===== src/rep_ctl_pkg.sv =====
// constants and types for the string repeat prefix control
// assumes a core clock domain with synchronous active-low reset
package rep_ctl_pkg;
   localparam logic [7:0] PFX_EQ_OR_ALL = 8'hF3;
   localparam logic [7:0] PFX_UNEQUAL   = 8'hF2;
   localparam logic [7:0] OP_INS_B      = 8'h6C;
   localparam logic [7:0] OP_INS_W      = 8'h6D;
   localparam logic [7:0] OP_PORT_OUTPUT_STRING_OP_B     = 8'h6E;
   localparam logic [7:0] OP_PORT_OUTPUT_STRING_OP_W     = 8'h6F;
   localparam logic [7:0] OP_MOVE_B     = 8'hA4;
   localparam logic [7:0] OP_MOVE_W     = 8'hA5;
   localparam logic [7:0] OP_CMP_B      = 8'hA6;
   localparam logic [7:0] OP_CMP_W      = 8'hA7;
   localparam logic [7:0] OP_STORE_B    = 8'hAA;
   localparam logic [7:0] OP_STORE_W    = 8'hAB;
   localparam logic [7:0] OP_LOAD_B     = 8'hAC;
   localparam logic [7:0] OP_LOAD_W     = 8'hAD;
   localparam logic [7:0] OP_SCAN_B     = 8'hAE;
   localparam logic [7:0] OP_SCAN_W     = 8'hAF;
   localparam logic [31:0] CNT_RESET    = 32'h0000_0000;

   typedef enum logic [1:0] {
      PFX_NONE        = 2'h0,
      ITERATE_PREFIX  = 2'h1,
      ITERATE_EQUAL   = 2'h2,
      ITERATE_UNEQUAL = 2'h3
   } pfx_t;

   typedef enum logic [1:0] {
      ELEM_BYTE  = 2'h0,
      ELEM_WORD  = 2'h1,
      ELEM_DWORD = 2'h2
   } elem_t;

   typedef enum logic [2:0] {
      ST_IDLE  = 3'b000,
      ST_CHECK = 3'b001,
      ST_PASS  = 3'b011,
      ST_WAIT  = 3'b010,
      ST_TEST  = 3'b110,
      ST_DONE  = 3'b111
   } state_t;
endpackage


===== src/rep_decode_if.sv =====
// decoded prefix/opcode bundle between decoder and loop control
// assumes decoder and controller share the core clock
`timescale 1ns/1ps
`default_nettype none
interface rep_decode_if;
   rep_ctl_pkg::pfx_t  pfx;
   rep_ctl_pkg::elem_t elem;
   logic               is_string;
   logic               is_compare;
   logic               legal;
   modport decoder (output pfx, elem, is_string, is_compare, legal);
   modport control (input pfx, elem, is_string, is_compare, legal);
endinterface
`default_nettype wire


===== src/rep_prefix_decode.sv =====
// combinational decode of repeat prefix and string opcode
// assumes prefix and opcode bytes stable while start is sampled
`timescale 1ns/1ps
`default_nettype none
module rep_prefix_decode (
   // instruction bytes
   input  wire logic [7:0] prefix_byte,
   input  wire logic [7:0] opcode_byte,
   input  wire logic       operand_32,
   // decoded result
   rep_decode_if.decoder   dec
);
   always_comb begin
      dec.is_string  = 1'b1;
      dec.is_compare = 1'b0;
      dec.elem       = operand_32 ? rep_ctl_pkg::ELEM_DWORD
                                  : rep_ctl_pkg::ELEM_WORD;
      unique case (opcode_byte)
         rep_ctl_pkg::OP_INS_B, rep_ctl_pkg::OP_PORT_OUTPUT_STRING_OP_B,
         rep_ctl_pkg::OP_MOVE_B, rep_ctl_pkg::OP_LOAD_B,
         rep_ctl_pkg::OP_STORE_B: begin
            dec.elem = rep_ctl_pkg::ELEM_BYTE;
         end
         rep_ctl_pkg::OP_INS_W, rep_ctl_pkg::OP_PORT_OUTPUT_STRING_OP_W,
         rep_ctl_pkg::OP_MOVE_W, rep_ctl_pkg::OP_LOAD_W,
         rep_ctl_pkg::OP_STORE_W: begin
         end
         rep_ctl_pkg::OP_CMP_B, rep_ctl_pkg::OP_SCAN_B: begin
            dec.elem       = rep_ctl_pkg::ELEM_BYTE;
            dec.is_compare = 1'b1;
         end
         rep_ctl_pkg::OP_CMP_W, rep_ctl_pkg::OP_SCAN_W: begin
            dec.is_compare = 1'b1;
         end
         default: begin
            dec.is_string = 1'b0;
         end
      endcase
      // F3 serves two aliases (plain or equal), F2 only unequal
      if (prefix_byte == rep_ctl_pkg::PFX_EQ_OR_ALL) begin
         dec.pfx = dec.is_compare ? rep_ctl_pkg::ITERATE_EQUAL
                                  : rep_ctl_pkg::ITERATE_PREFIX;
      end else if (prefix_byte == rep_ctl_pkg::PFX_UNEQUAL) begin
         dec.pfx = rep_ctl_pkg::ITERATE_UNEQUAL;
      end else begin
         dec.pfx = rep_ctl_pkg::PFX_NONE;
      end
      // unconditional on moves/io/load/store, conditional on cmp/scan
      dec.legal = dec.is_string && (dec.pfx != rep_ctl_pkg::PFX_NONE) &&
                  (dec.is_compare ||
                   dec.pfx == rep_ctl_pkg::ITERATE_PREFIX);
   end
endmodule
`default_nettype wire


===== src/string_repeat_prefix_control.sv =====
// iteration control for one repeated string instruction
// assumes the string unit reports each pass with pass_done and
// pass_fault, and the core services interrupts on int_take
`timescale 1ns/1ps
`default_nettype none
// Summary of operation
// - F3 repeats or repeats-equal, F2 repeats-unequal
// - loop ends when count decremented to zero
// - plain prefix on io/move/load/store, conditional cmp/scan
// - zero/nonzero aliases behave as equal/unequal
// - equal stops on zero_flag 0, unequal on 1
// - zero_flag before loop is never consulted
// - suspension keeps indices, pointer, count of last pass
// - unequal cmp/scan page fault restores flags
// - count_reg16 for 16-bit, count_reg32 for 32-bit addresses
// - interrupts, execute, decrement, zero exit, flag test
// - prefix alters no status flag itself
// - loop logic raises no exception itself
// - prefix covers only its one string instruction
// - prefix on non-string instruction is undefined
// - A4 moves bytes, A5 words or doublewords
module string_repeat_prefix_control #(
   parameter int CNT_W = 32
) (
   // clock and reset
   input  wire logic             ref_clk,
   input  wire logic             rst_n,
   // instruction from decode
   input  wire logic             start,
   input  wire logic [7:0]       prefix_byte,
   input  wire logic [7:0]       opcode_byte,
   input  wire logic             addr_32,
   input  wire logic             operand_32,
   input  wire logic [CNT_W-1:0] count_in,
   input  wire logic [31:0]      flags_in,
   input  wire logic [31:0]      ip_in,
   input  wire logic [31:0]      src_idx_in,
   input  wire logic [31:0]      dst_idx_in,
   // interrupt hand-shake with core
   input  wire logic             int_pending,
   output logic                  int_take,
   // string execution unit
   output logic                  pass_req,
   output rep_ctl_pkg::elem_t    pass_elem,
   input  wire logic             pass_done,
   input  wire logic             pass_fault,
   input  wire logic             pass_page_fault,
   input  wire logic             zero_flag,
   input  wire logic [31:0]      src_idx_next,
   input  wire logic [31:0]      dst_idx_next,
   // architectural results
   output logic                  busy,
   output logic                  done,
   output logic                  suspended,
   output logic                  flags_restore,
   output logic [31:0]           flags_out,
   output logic [31:0]           instruction_pointer,
   output logic [31:0]           source_index,
   output logic [31:0]           dest_index,
   output logic [CNT_W-1:0]      count_out
);
   rep_decode_if dec ();

   rep_prefix_decode u_dec (
      .prefix_byte (prefix_byte),
      .opcode_byte (opcode_byte),
      .operand_32  (operand_32),
      .dec         (dec)
   );

   rep_ctl_pkg::state_t state_ff, nxt_state;
   rep_ctl_pkg::pfx_t   pfx_ff, nxt_pfx;
   rep_ctl_pkg::elem_t  elem_ff, nxt_elem;
   logic                a32_ff, nxt_a32;
   logic                cmp_ff, nxt_cmp;
   logic [CNT_W-1:0]    cnt_ff, nxt_cnt;
   logic [31:0]         flags_ff, nxt_flags;
   logic [31:0]         ip_ff, nxt_ip;
   logic [31:0]         si_ff, nxt_si;
   logic [31:0]         di_ff, nxt_di;
   logic                done_ff, nxt_done;
   logic                susp_ff, nxt_susp;
   logic                rest_ff, nxt_rest;
   logic                pf_ff, nxt_pf;
   logic                zf_stop;

   // active counter view by address size
   function automatic logic [CNT_W-1:0] count_view(
      input logic [CNT_W-1:0] c, input logic a32);
      logic [CNT_W-1:0] v;
      v = c;
      if (!a32) begin
         v = {{(CNT_W-16){1'b0}}, c[15:0]};
      end
      return v;
   endfunction

   // decrement only the selected width, upper half untouched
   function automatic logic [CNT_W-1:0] count_dec(
      input logic [CNT_W-1:0] c, input logic a32);
      logic [CNT_W-1:0] v;
      logic [15:0]      lo;
      v  = c - {{(CNT_W-1){1'b0}}, 1'b1};
      lo = c[15:0] - 16'h0001;
      if (!a32) begin
         v = {c[CNT_W-1:16], lo};
      end
      return v;
   endfunction

   always_comb begin
      nxt_state = state_ff;
      nxt_pfx   = pfx_ff;
      nxt_elem  = elem_ff;
      nxt_a32   = a32_ff;
      nxt_cmp   = cmp_ff;
      nxt_cnt   = cnt_ff;
      nxt_flags = flags_ff;
      nxt_ip    = ip_ff;
      nxt_si    = si_ff;
      nxt_di    = di_ff;
      nxt_done  = 1'b0;
      nxt_susp  = susp_ff;
      nxt_rest  = 1'b0;
      nxt_pf    = pf_ff;
      unique case (state_ff)
         rep_ctl_pkg::ST_IDLE: begin
            if (start) begin
               // undefined pairings run as plain loops over the full count
               nxt_pfx   = dec.legal ? dec.pfx
                                     : rep_ctl_pkg::ITERATE_PREFIX;
               nxt_cmp   = dec.is_compare && dec.legal;
               nxt_elem  = dec.elem;
               nxt_a32   = addr_32;
               nxt_cnt   = count_in;
               nxt_flags = flags_in;
               nxt_ip    = ip_in;
               nxt_si    = src_idx_in;
               nxt_di    = dst_idx_in;
               nxt_susp  = 1'b0;
               nxt_pf    = 1'b0;
               nxt_state = rep_ctl_pkg::ST_CHECK;
            end
         end
         rep_ctl_pkg::ST_CHECK: begin
            if (count_view(cnt_ff, a32_ff) == '0) begin
               nxt_state = rep_ctl_pkg::ST_DONE;
            end else if (int_pending) begin
               // suspend between passes, state resumable
               nxt_susp  = 1'b1;
               nxt_state = rep_ctl_pkg::ST_DONE;
            end else begin
               nxt_state = rep_ctl_pkg::ST_PASS;
            end
         end
         rep_ctl_pkg::ST_PASS: begin
            nxt_state = rep_ctl_pkg::ST_WAIT;
         end
         rep_ctl_pkg::ST_WAIT: begin
            if (pass_fault) begin
               // fault from the wrapped op only; count kept
               nxt_susp  = 1'b1;
               nxt_pf    = pass_page_fault && cmp_ff &&
                           pfx_ff == rep_ctl_pkg::ITERATE_UNEQUAL;
               nxt_state = rep_ctl_pkg::ST_DONE;
            end else if (pass_done) begin
               nxt_si    = src_idx_next;
               nxt_di    = dst_idx_next;
               nxt_cnt   = count_dec(cnt_ff, a32_ff);
               nxt_state = rep_ctl_pkg::ST_TEST;
            end
         end
         rep_ctl_pkg::ST_TEST: begin
            // zero_flag here comes from this pass only
            if (count_view(cnt_ff, a32_ff) == '0) begin
               nxt_state = rep_ctl_pkg::ST_DONE;
            end else if (zf_stop) begin
               nxt_state = rep_ctl_pkg::ST_DONE;
            end else begin
               nxt_state = rep_ctl_pkg::ST_CHECK;
            end
         end
         rep_ctl_pkg::ST_DONE: begin
            nxt_done  = 1'b1;
            // restore pulse lines up with done
            nxt_rest  = pf_ff;
            nxt_pf    = 1'b0;
            nxt_state = rep_ctl_pkg::ST_IDLE;
         end
         default: begin
            nxt_state = rep_ctl_pkg::ST_IDLE;
         end
      endcase
   end

   always_ff @(posedge ref_clk) begin
      if (!rst_n) begin
         state_ff <= rep_ctl_pkg::ST_IDLE;
         pfx_ff   <= rep_ctl_pkg::PFX_NONE;
         elem_ff  <= rep_ctl_pkg::ELEM_BYTE;
         a32_ff   <= 1'b0;
         cmp_ff   <= 1'b0;
         cnt_ff   <= rep_ctl_pkg::CNT_RESET[CNT_W-1:0];
         flags_ff <= 32'h0000_0000;
         ip_ff    <= 32'h0000_0000;
         si_ff    <= 32'h0000_0000;
         di_ff    <= 32'h0000_0000;
         done_ff  <= 1'b0;
         susp_ff  <= 1'b0;
         rest_ff  <= 1'b0;
         pf_ff    <= 1'b0;
      end else begin
         state_ff <= nxt_state;
         pfx_ff   <= nxt_pfx;
         elem_ff  <= nxt_elem;
         a32_ff   <= nxt_a32;
         cmp_ff   <= nxt_cmp;
         cnt_ff   <= nxt_cnt;
         flags_ff <= nxt_flags;
         ip_ff    <= nxt_ip;
         si_ff    <= nxt_si;
         di_ff    <= nxt_di;
         done_ff  <= nxt_done;
         susp_ff  <= nxt_susp;
         rest_ff  <= nxt_rest;
         pf_ff    <= nxt_pf;
      end
   end

   assign int_take            = state_ff == rep_ctl_pkg::ST_CHECK &&
                                count_view(cnt_ff, a32_ff) != '0 &&
                                int_pending;
   assign pass_req            = state_ff == rep_ctl_pkg::ST_PASS;
   assign pass_elem           = elem_ff;
   assign busy                = state_ff != rep_ctl_pkg::ST_IDLE;
   assign done                = done_ff;
   assign suspended           = susp_ff;
   assign flags_restore       = rest_ff;
   assign flags_out           = flags_ff;
   assign instruction_pointer = ip_ff;
   assign source_index        = si_ff;
   assign dest_index          = di_ff;
   assign count_out           = cnt_ff;

   // conditional exit uses zero_flag of this pass only
   assign zf_stop = (pfx_ff == rep_ctl_pkg::ITERATE_EQUAL && !zero_flag) ||
                    (pfx_ff == rep_ctl_pkg::ITERATE_UNEQUAL && zero_flag);
endmodule
`default_nettype wire


===== config.mk =====
export PLATFORM = sky130hd
export DESIGN_NAME = string_repeat_prefix_control
export DESIGN_NICKNAME = d
export VERILOG_FILES = /design/src/rep_ctl_pkg.sv /design/src/rep_decode_if.sv /design/src/rep_prefix_decode.sv /design/src/string_repeat_prefix_control.sv
export SDC_FILE = /design/constraint.sdc
export NUM_CORES = 1
export LEC_CHECK = 0
export BUFFER_PORTS_ARGS = -buffer_cell sky130_fd_sc_hd__buf_2
export CORE_AREA = 2 2 162 164
export DETAILED_ROUTE_END_ITERATION = 7
export DIE_AREA = 0 0 164 166
export PLACE_DENSITY_LB_ADDON = 0.1
export SETUP_SLACK_MARGIN = 0.02
export SYNTH_ARGS = -nofsm -noshare
export SYNTH_HDL_FRONTEND = slang
export SYNTH_SLANG_ARGS = --single-unit

===== constraint.sdc =====
create_clock -name ref_clk -period 2.2 [get_ports ref_clk]
set_input_delay 0.22 -clock ref_clk [delete_from_list [all_inputs] [get_ports ref_clk]]
set_output_delay 0.22 -clock ref_clk [all_outputs]
set_load 0.05 [all_outputs]

==> results of run 1 <==
==> critical path: cells and delay by family (launching register included) <==
family	cells	cell delay, ps
DFF	1	330
AOI/OAI and AO/OA	1	320
and+or+nand+nor	4	910
buffers and inverters	1	140
==> routing by layer <==
metal | up-vias | part of all wire | GRT usage | wire (um)
li1 | 4361 | - | - | -
met3 | 28 | 0.086 | 0.0704 | 2540
met5 | - | 0.0019 | 0 | 55
met2 | 308 | 0.48 | 0.352 | 14000
met1 | 3944 | 0.43 | 0.254 | 12500
met4 | 8 | 0.011 | 0.0454 | 323
==> cell usage in the layout, fill, tap and decap left out, drive strengths merged, types with 17 or more instances in the layout <==
cell / n
nand2: 293
clkbuf: 18
dfxtp: 173
a21oi: 97
a311oi: 65
nor2: 93
buf: 478
o21ai: 29
nor3: 17
==> final cells by class <==
| class | count | area (um2) |
|---|---|---|
| Multi-Input combinational cell | 739 | 3970 |
| Timing Repair Buffer | 481 | 2680 |
| Tap cell | 335 | 419 |
| Clock inverter | 14 | 175 |
| Antenna cell | 1 | 2.50 |
| Fill cell | 2760 | 14400 |
| Clock buffer | 18 | 439 |
| Sequential cell | 173 | 3480 |
| Inverter | 7 | 28.8 |
==> power by group through the flow <==
| stage | sequential [mW] | clock, mW | combinational, mW |
|---|---|---|---|
| finish | 3.85 | 3.22 | 4.72 |
| global route | 3.91 | 3.46 | 5.09 |
| CTS | 3.85 | 3.32 | 4.73 |
| detailed placement | 3.91 | 0 | 4.66 |
| global placement | 3.90 | 0 | 4.66 |
| floorplan | 5.36 | 0 | 1.70 |
==> cells by family after synthesis <==
family                   count (synthesis)  share of synthesized area
AO/OA/AOI/OAI                          251                      0.220
XOR/XNOR                                 1                    0.00114
adder cells (fa/ha/maj)                  2                    0.00325
buffers and inverters                   89                     0.0466
flip-flops                             173                      0.450
multiplexers                             1                    0.00130
AND/OR/NAND/NOR                        484                      0.278
==> state kept, by name, summed over array words and instances (netlist names) <==
register and count:
dest_index 32, flags_out 32, a32_ff 1, pf_ff 1, count_out 32, source_index 32
flags_restore 1, instruction_pointer 32, pass_elem 2, state_ff 3, done 1, pfx_ff 2
cmp_ff 1, suspended 1
==> through the flow <==
step | cells | utilization | power, mW | area [um2]
after floorplan | 1001 | - | 7.06 | 7720
after global placement | 1725 | 0.407 | 8.56 | 10400
after detailed placement | 1725 | 0.407 | 8.58 | 10400
after CTS | 1766 | 0.434 | 11.9 | 11100
after global routing | 1768 | 0.437 | 12.5 | 11200
final | 1768 | 0.437 | 11.8 | 11200
==> cells in the mapped netlist, types with 3 or more instances <==
cell type,instances
a211oi_1,6
a21oi_1,97
a22oi_1,7
a311oi_1,65
a31oi_1,7
and2_1,4
and3_1,4
and3b_1,3
buf_1,10
buf_2,5
clkbuf_1,64
dfxtp_1,173
inv_1,7
nand2_1,292
nand3_1,10
nand4_1,8
nor2_1,92
nor2b_1,4
nor3_1,17
nor3b_1,5
nor4_1,11
o21a_1,4
o21ai_0,27
o221a_2,3
o22ai_1,4
o31a_1,4
or3_1,6
or4_1,8
==> path summary, 6_finish.rpt <==
path,endpoint,start,slack [ps]
worst max-delay path,int_take,count_out[16],-150
worst min-delay path,instruction_pointer[18],ip_in[18],20
worst max register to register,count_out[30],count_out[16],0
worst min register to register,flags_out[2],flags_out[2],450
==> timing repair <==
item                                    4_1_cts  5_1_grt
pin swaps                                     7        3
setup buffers                                 6        2
endpoints found under the hold margin         3        0
resized for setup                             7        9
hold buffers                                  3        0
endpoints found under the setup margin        1        9
==> results.cfg, run 1 <==
[run_status]
outcome = complete, but fails checks
violations = setup timing

[global_routing]
grt_max_degree = 84
antenna_found_initial = 5
grt_usage = 0.208
grt_pass1_vias = 8088
grt_overflow = 0
grt_pass1_wl_mm = 44.8

[setup_path]
slowest_delay_ps = 400
crit_required_ps = 1980
setup.worst_path.class = reg2out
crit_path_end_kind = output pin
worstRegToRegCells = 7
cp_slowest_cell = or3_4
arrival_ps = 2130
worstPathMaxFanout = 2
crit_path_start_kind = flip-flop
crit_chain = or3_4, nor4_4, nand3_1, a211o_1, and3_4, buf_8

[timing]
setup_viol = 2
rsz0062_at_grt = yes
max_slew_margin = 0.493
worstMarginPinSlew_ps = 760
setup_slack_ps = -147
slew_viol_final = 0
hold_viol = 0
finalWorstPathRequiredPeriod_ps = 2350
min_period_over_period = 1.07
fmax_mhz = 426
worst_hold_slack_ps = 20.6
fin_setup_tns_ps = -149
worst_clock_skew_ps = 13.7

[floorplan]
rows = 59
core_mm2 = 0.0256
die_h_um = 166
design.die.area_mm2 = 0.0272
dieWidth_um = 164
initial_core_util = 0.301
io_pins = 418

[placed_design]
routabilityCongestion = 0.845
portBuffers = 417
dp_slack_ps = 61.5
dpl.hpwl_mm = 21.4

[synth]
seq_area_frac_synth = 0.450
ys_types = 67
synth-edff-count = 0
syn_area_mm2 = 0.00770
synth.area.top_cells = dfxtp_1 45%, nand2_1 14%, a311oi_1 7.4%
syn_avg_cell_area_um2 = 7.69
dominantRegCellSynth = dfxtp_1
yosysWarnings = 0
synth_top_area_share = 0.450
ys_seq_elements = 173
async_reset_ff_frac = 0
syn-num-nets = 1253
netlist_instances = 1001
synth_top_area_cell = dfxtp_1

[pwr]
p_leak_nw = 5.16
p_int_mw = 6.78
pwr-share-comb = 0.400
vdd_drop_max_mv = 0.386
switching_power_mw = 5.01
clockPowerShare = 0.273
p_sw_frac = 0.425
pwr-share-seq = 0.326
powerDensity_mw_per_mm2 = 1050

[drt]
drt-total-wl_mm = 29.4
first_pass_iters = 5
vias = 8649
drcViolationCount = 0
antenna_left = 0
drt_first_iter_violations = 463
wire_per_inst_um = 16.6
viasPerCell = 4.89

[clocking]
numCtsBuffers = 17
worstSkewPairLatency_ps = 430
clk_pin_slew_ps = 80
clk_path_buf_depth = 2
cts_tree = yes
htree_num_levels = 4
cts_sinks = 173
clock-root-buffer = clkbuf_16

[layout]
areaGrowthSynthToFinish_pct = 45.2
drive_gt1_frac = 0.381
finalNetCount = 1671

[flow_run]
maxCapViolCount = 0

[hold_path]
worst_hold_path_type = in2reg
min_delay_path_depth = 3
Power figures use the tool's default switching activity.
==> inputs of run 2 (changes only) <==
--- a/config.mk
+++ b/config.mk
@@ -5,6 +5,7 @@
 export SDC_FILE = /design/constraint.sdc
 export NUM_CORES = 1
 export LEC_CHECK = 0
+export ABC_AREA = 1
 export BUFFER_PORTS_ARGS = -buffer_cell sky130_fd_sc_hd__buf_2
 export CORE_AREA = 2 2 162 164
 export DETAILED_ROUTE_END_ITERATION = 7
==> run 2 against run 1 <==
Compared with the run above: the run now ends clean; synthesized cell count up 19%; critical path depth up 3; area after synthesis up 5.1%; cell count up 12%; sequential share of layout area down 1.1 points; worst hold slack worse by 8.1 ps; count of clock-buffer cells in the layout down 1; setup slack better by 290 ps; clock power down 1%; combinational power up 79%; largest cell class unchanged.
==> results.cfg, run 2 <==
[run_status]
outcome = completed

[setup_path]
slowest_delay_ps = 390
crit_path_end_kind = output pin
worstRegToRegCells = 11
worstReg2RegStart = state_ff[2]
arrival_ps = 1830
cp_slowest_cell = dfxtp_1
critical-path-top-delay-family = simple AND/OR/NAND/NOR gates
r2r-end = source_index[21]
setup.worst_path.class = reg2out
worstPathMaxFanout = 6
crit_chain = nor2_2, nand2_1, nor2_2, inv_1, nor2_2, nand2_1, nand2_1, nor2_1, clkbuf_4
r2r_slack_ps = 290
critPathBufInv = 2
crit_path_start_kind = flip-flop
crit_required_ps = 1980

[clocking]
htree_num_levels = 4
clock-root-buffer = clkbuf_16
post-cts-setup-buffers = 0
clk_path_buf_depth = 2
cts_tree = yes
cts_sinks = 173
worstSkewPairLatency_ps = 440
clk_pin_slew_ps = 80
numCtsBuffers = 17

[timing]
slew_viol_final = 0
worst_clock_skew_ps = 20.4
worstMarginPinSlew_ps = 611
setup_slack_ps = 146
rsz0062_at_grt = no
fmax_mhz = 487
worst_hold_slack_ps = 12.5
setup_viol = 0
max_slew_margin = 0.593
finalWorstPathRequiredPeriod_ps = 2050
min_period_over_period = 0.934
fin_setup_tns_ps = 0
hold_viol = 0

[synth]
netlist_instances = 1196
dominantRegCellSynth = dfxtp_1
synth.area.top_cells = dfxtp_1 43%, nand2_1 13%, nor2_1 10%
syn_avg_cell_area_um2 = 6.77
yosysMostFrequentCell = nand2_1
syn_area_mm2 = 0.00809
synth-adder-area-share = 0.00309
synth_xor_area_frac = 0.00541
yosysWarnings = 0
synthSimpleGateAreaFrac = 0.280
async_reset_ff_frac = 0
ys_types = 34
synth-edff-count = 0
synth_commonest_cells = 282 x nand2_1, 218 x nor2_1, 173 x dfxtp_1
synth_top_family_by_area = simple AND/OR/NAND/NOR gates
synth_mux_area_frac = 0
synth_top_area_cell = dfxtp_1
synth_compound_area_frac = 0.210
seq_area_frac_synth = 0.428
ys_seq_elements = 173
synth_top_area_share = 0.428
syn-num-nets = 1448

[drt]
wire_per_inst_um = 15.2
drt-total-wl_mm = 30.0
antenna_left = 0
viasPerCell = 4.77
drt_first_iter_violations = 437
drcViolationCount = 0
vias = 9407
first_pass_iters = 6

[floorplan]
core_mm2 = 0.0256
dieWidth_um = 164
design.die.area_mm2 = 0.0272
initial_core_util = 0.316
io_pins = 418
rows = 59
die_h_um = 166

[layout]
ff_latch_area_mm2 = 0.00347
final_cell_mix = 415 x buf_2, 281 x nand2_1, 209 x nor2_1
layout_commonest_cell = buf_2
finalNetCount = 1874
fill_cells = 2683
drive_gt1_frac = 0.314
areaGrowthSynthToFinish_pct = 43.0
finalNonFillerCells = 1973
multi_input_area_mm2 = 0.00406

[global_routing]
grt_max_degree = 87
grt_overflow = 0
grt_pass1_wl_mm = 46.5
grt_usage = 0.214
grt_pass1_vias = 8851
antenna_found_initial = 4

[hold_path]
min_delay_path_depth = 3
worst_hold_path_type = in2reg
min_from = flags_in[13]
holdPathEnd = flags_out[13]

[pwr]
p_leak_nw = 5.77
power_mw = 16.4
vdd_drop_max_mv = 0.557
powerDensity_mw_per_mm2 = 1420

[placed_design]
numPlacedInstances = 1899
dpl.hpwl_mm = 21.9
portBuffers = 417
routabilityCongestion = 0.832
dp_slack_ps = 295

[flow_run]
maxCapViolCount = 0
[run 2: per-stage QoR]
stage | utilization | area [um2]
6_report | 0.452 | 11600
5_1_grt | 0.452 | 11600
4_1_cts | 0.450 | 11500
3_5_place_dp | 0.411 | 10500
3_3_place_gp | 0.411 | 10500
2_1_floorplan | - | 8090
[run 2: where the power goes]
group,switching [mW],internal (mW)
clock network,1.53,1.65
logic,6.30,2.17
registers,0.700,4.04
[run 2: cell type report]
cell class / instances / share of cell area
clock inverter: 15 / 0.0165
inverter: 68 / 0.0221
timing repair buffer: 479 / 0.237
sequential: 173 / 0.300
clock buffer: 17 / 0.0368
multi-input combinational: 883 / 0.351
tap: 335 / 0.0362
antenna: 3 / 0.000649
[run 2: logic make-up after synthesis]
kind of cell / after synthesis
adder cells (fa/ha/maj): 2
buffers and inverters: 140
AND/OR/NAND/NOR: 564
XOR/XNOR: 5
flip-flops: 173
AO/OA/AOI/OAI: 312
[run 2: per-layer routing]
layer / part of all wire / track usage / wire length [um]
met5: 0.00060 / 0 / 18
met4: 0.017 / 0.0526 / 502
met3: 0.068 / 0.0592 / 2030
met1: 0.42 / 0.264 / 12800
met2: 0.49 / 0.368 / 14700
[run 2: repair_timing]
item | 4_1_cts | 5_1_grt
gates resized for setup | 1 | 18
hold buffers | 39 | 0
endpoints found under the setup margin | 1 | 1
hold endpoints to repair | 39 | 0
[run 2: worst max path at each step]
| stage | cells past startpoint | to | slack [ps] | start |
|---|---|---|---|---|
| 2_1_floorplan | 9 | int_take | 30 | count_out[0] |
| 3_3_place_gp | 11 | count_out[6] | 320 | state_ff[2] |
| 3_5_place_dp | 11 | count_out[6] | 300 | state_ff[2] |
| 4_1_cts | 9 | int_take | 20 | count_out[11] |
| 5_1_grt | 9 | int_take | 10 | count_out[8] |
| 6_report | 9 | int_take | 150 | count_out[8] |
[run 2: worst min-delay path: cells and delay by family]
family / cells / cell delay [ps]
and+or+nand+nor: 2 / 120
buffers and inverters: 1 / 80
==> inputs of run 3 (changes only) <==
--- a/config.mk
+++ b/config.mk
@@ -10,8 +10,10 @@
 export CORE_AREA = 2 2 162 164
 export DETAILED_ROUTE_END_ITERATION = 7
 export DIE_AREA = 0 0 164 166
+export MAX_ROUTING_LAYER = met4
 export PLACE_DENSITY_LB_ADDON = 0.1
 export SETUP_SLACK_MARGIN = 0.02
 export SYNTH_ARGS = -nofsm -noshare
 export SYNTH_HDL_FRONTEND = slang
 export SYNTH_SLANG_ARGS = --single-unit
+export TNS_END_PERCENT = 20
==> run 3 against run 2 <==
Compared with the run above: sequential share of layout area about the same; worst hold slack improved by 1.6 ps; power about the same; highest routed layer is now met4.
==> results.cfg, run 3 (same netlist as run 2, synthesis figures left out) <==
[setup_path]
critical-path-top-delay-family = simple AND/OR/NAND/NOR gates
slowest_delay_ps = 380
r2r_slack_ps = 290
crit_path_start_kind = flip-flop
r2r-end = source_index[21]
crit_chain = nor2_2, nand2_1, nor2_2, inv_1, nor2_2, nand2_1, nand2_1, nor2_1, clkbuf_4
arrival_ps = 1830
worstRegToRegCells = 11
worstPathMaxFanout = 6
setup.worst_path.class = reg2out
crit_path_end_kind = output pin
cp_slowest_cell = dfxtp_1
worstReg2RegStart = state_ff[2]
critPathBufInv = 2
crit_required_ps = 1980

[clocking]
cts_tree = yes
post-cts-setup-buffers = 0
clk_pin_slew_ps = 80
worstSkewPairLatency_ps = 440
clock-root-buffer = clkbuf_16
numCtsBuffers = 17
cts_sinks = 173
clk_path_buf_depth = 2
htree_num_levels = 4

[timing]
max_slew_margin = 0.595
worstMarginPinSlew_ps = 607
finalWorstPathRequiredPeriod_ps = 2050
hold_viol = 0
worst_clock_skew_ps = 20.6
rsz0062_at_grt = no
fmax_mhz = 488
setup_viol = 0
fin_setup_tns_ps = 0
min_period_over_period = 0.931
slew_viol_final = 0

[pwr]
clockPowerShare = 0.194
pwr-share-seq = 0.289
vdd_drop_max_mv = 0.558
pwr-share-comb = 0.517
switching_power_mw = 8.53
p_int_mw = 7.85
p_sw_frac = 0.521
p_leak_nw = 5.77
powerDensity_mw_per_mm2 = 1420

[placed_design]
routabilityCongestion = 0.845
numPlacedInstances = 1899
dpl.hpwl_mm = 21.9
portBuffers = 417

[drt]
drt_first_iter_violations = 437
first_pass_iters = 6
viasPerCell = 4.78
drcViolationCount = 0
antenna_left = 0
wire_per_inst_um = 15.2
vias = 9429
drt-total-wl_mm = 30.0

[run_status]
outcome = completed

[global_routing]
grt_usage = 0.221
grt_max_degree = 87
grt_pass1_wl_mm = 46.5
antenna_found_initial = 4
grt_overflow = 0
grt_pass1_vias = 8881

[floorplan]
rows = 59
die_h_um = 166
dieWidth_um = 164
io_pins = 418
core_mm2 = 0.0256
design.die.area_mm2 = 0.0272
initial_core_util = 0.316

[hold_path]
worst_hold_path_type = in2reg
min_from = flags_in[13]
min_delay_path_depth = 3
holdPathEnd = flags_out[13]

[layout]
finalNetCount = 1874
finalNonFillerCells = 1974
layout_commonest_cell = buf_2
ff_latch_area_mm2 = 0.00347
drive_gt1_frac = 0.314
fill_cells = 2679
areaGrowthSynthToFinish_pct = 43.1
final_core_util = 0.452
multi_input_area_mm2 = 0.00406
final_cell_mix = 415 x buf_2, 281 x nand2_1, 209 x nor2_1

[flow_run]
maxCapViolCount = 0
-- run 3: power groups by stage --
stage	clock, mW	combinational (mW)	sequential, mW
final	3.18	8.47	4.73
after global routing	3.41	9.18	4.86
after CTS	3.28	8.47	4.71
after detailed placement	0	8.40	4.76
after global placement	0	8.38	4.77
after floorplan	0	3.28	7.63
-- run 3: how the worst max path moves through the flow --
stage	endpoint	slack, ps	from	depth (start not counted)
after global routing	int_take	4	count_out[4]	9
after detailed placement	count_out[6]	300	state_ff[2]	11
after CTS	int_take	20	count_out[11]	9
after floorplan	int_take	30	count_out[0]	9
after global placement	count_out[6]	320	state_ff[2]	11
final	int_take	150	count_out[8]	9
-- run 3: cell type report --
| type | instances | area share |
|---|---|---|
| multi-input combinational | 883 | 0.351 |
| sequential | 173 | 0.300 |
| timing repair buffer | 479 | 0.237 |
| clock buffer | 17 | 0.0367 |
| tap | 335 | 0.0362 |
| inverter | 68 | 0.0220 |
| clock inverter | 15 | 0.0165 |
| antenna | 4 | 0.000865 |
-- run 3: repair_timing --
| item | 4_1_cts | 5_1_grt |
|---|---|---|
| hold endpoints to repair | 39 | 0 |
| resized for setup | 1 | 17 |
| hold buffers | 39 | 0 |
| gates cloned | 0 | 0 |
| setup endpoints to repair | 1 | 1 |
| pin swaps | 0 | 0 |
-- run 3: layer usage --
layer,wire length [um],track usage
met5,0,-
met4,535,0.0526
met3,1820,0.0500
met2,14600,0.367
met1,13100,0.271
-- run 3: worst register-to-register path: cells and delay by family, from the launching register on --
kind / cells / cell delay, ps
and+or+nand+nor: 4 / 430
AOI/OAI and AO/OA: 2 / 240
DFF: 1 / 350
buffers and inverters: 5 / 810
-- run 3: per-stage QoR --
step                instance area [um2]  setup WS (ps)  power, mW  hold slack, ps
floorplan                          8090           26.0       10.9             355
global placement                  10500            322       13.1             437
detailed placement                10500            295       13.2             437
CTS                               11500           22.3       16.5           0.454
global route                      11600           3.95       17.4            6.47
finish                            11600            151       16.4            14.1
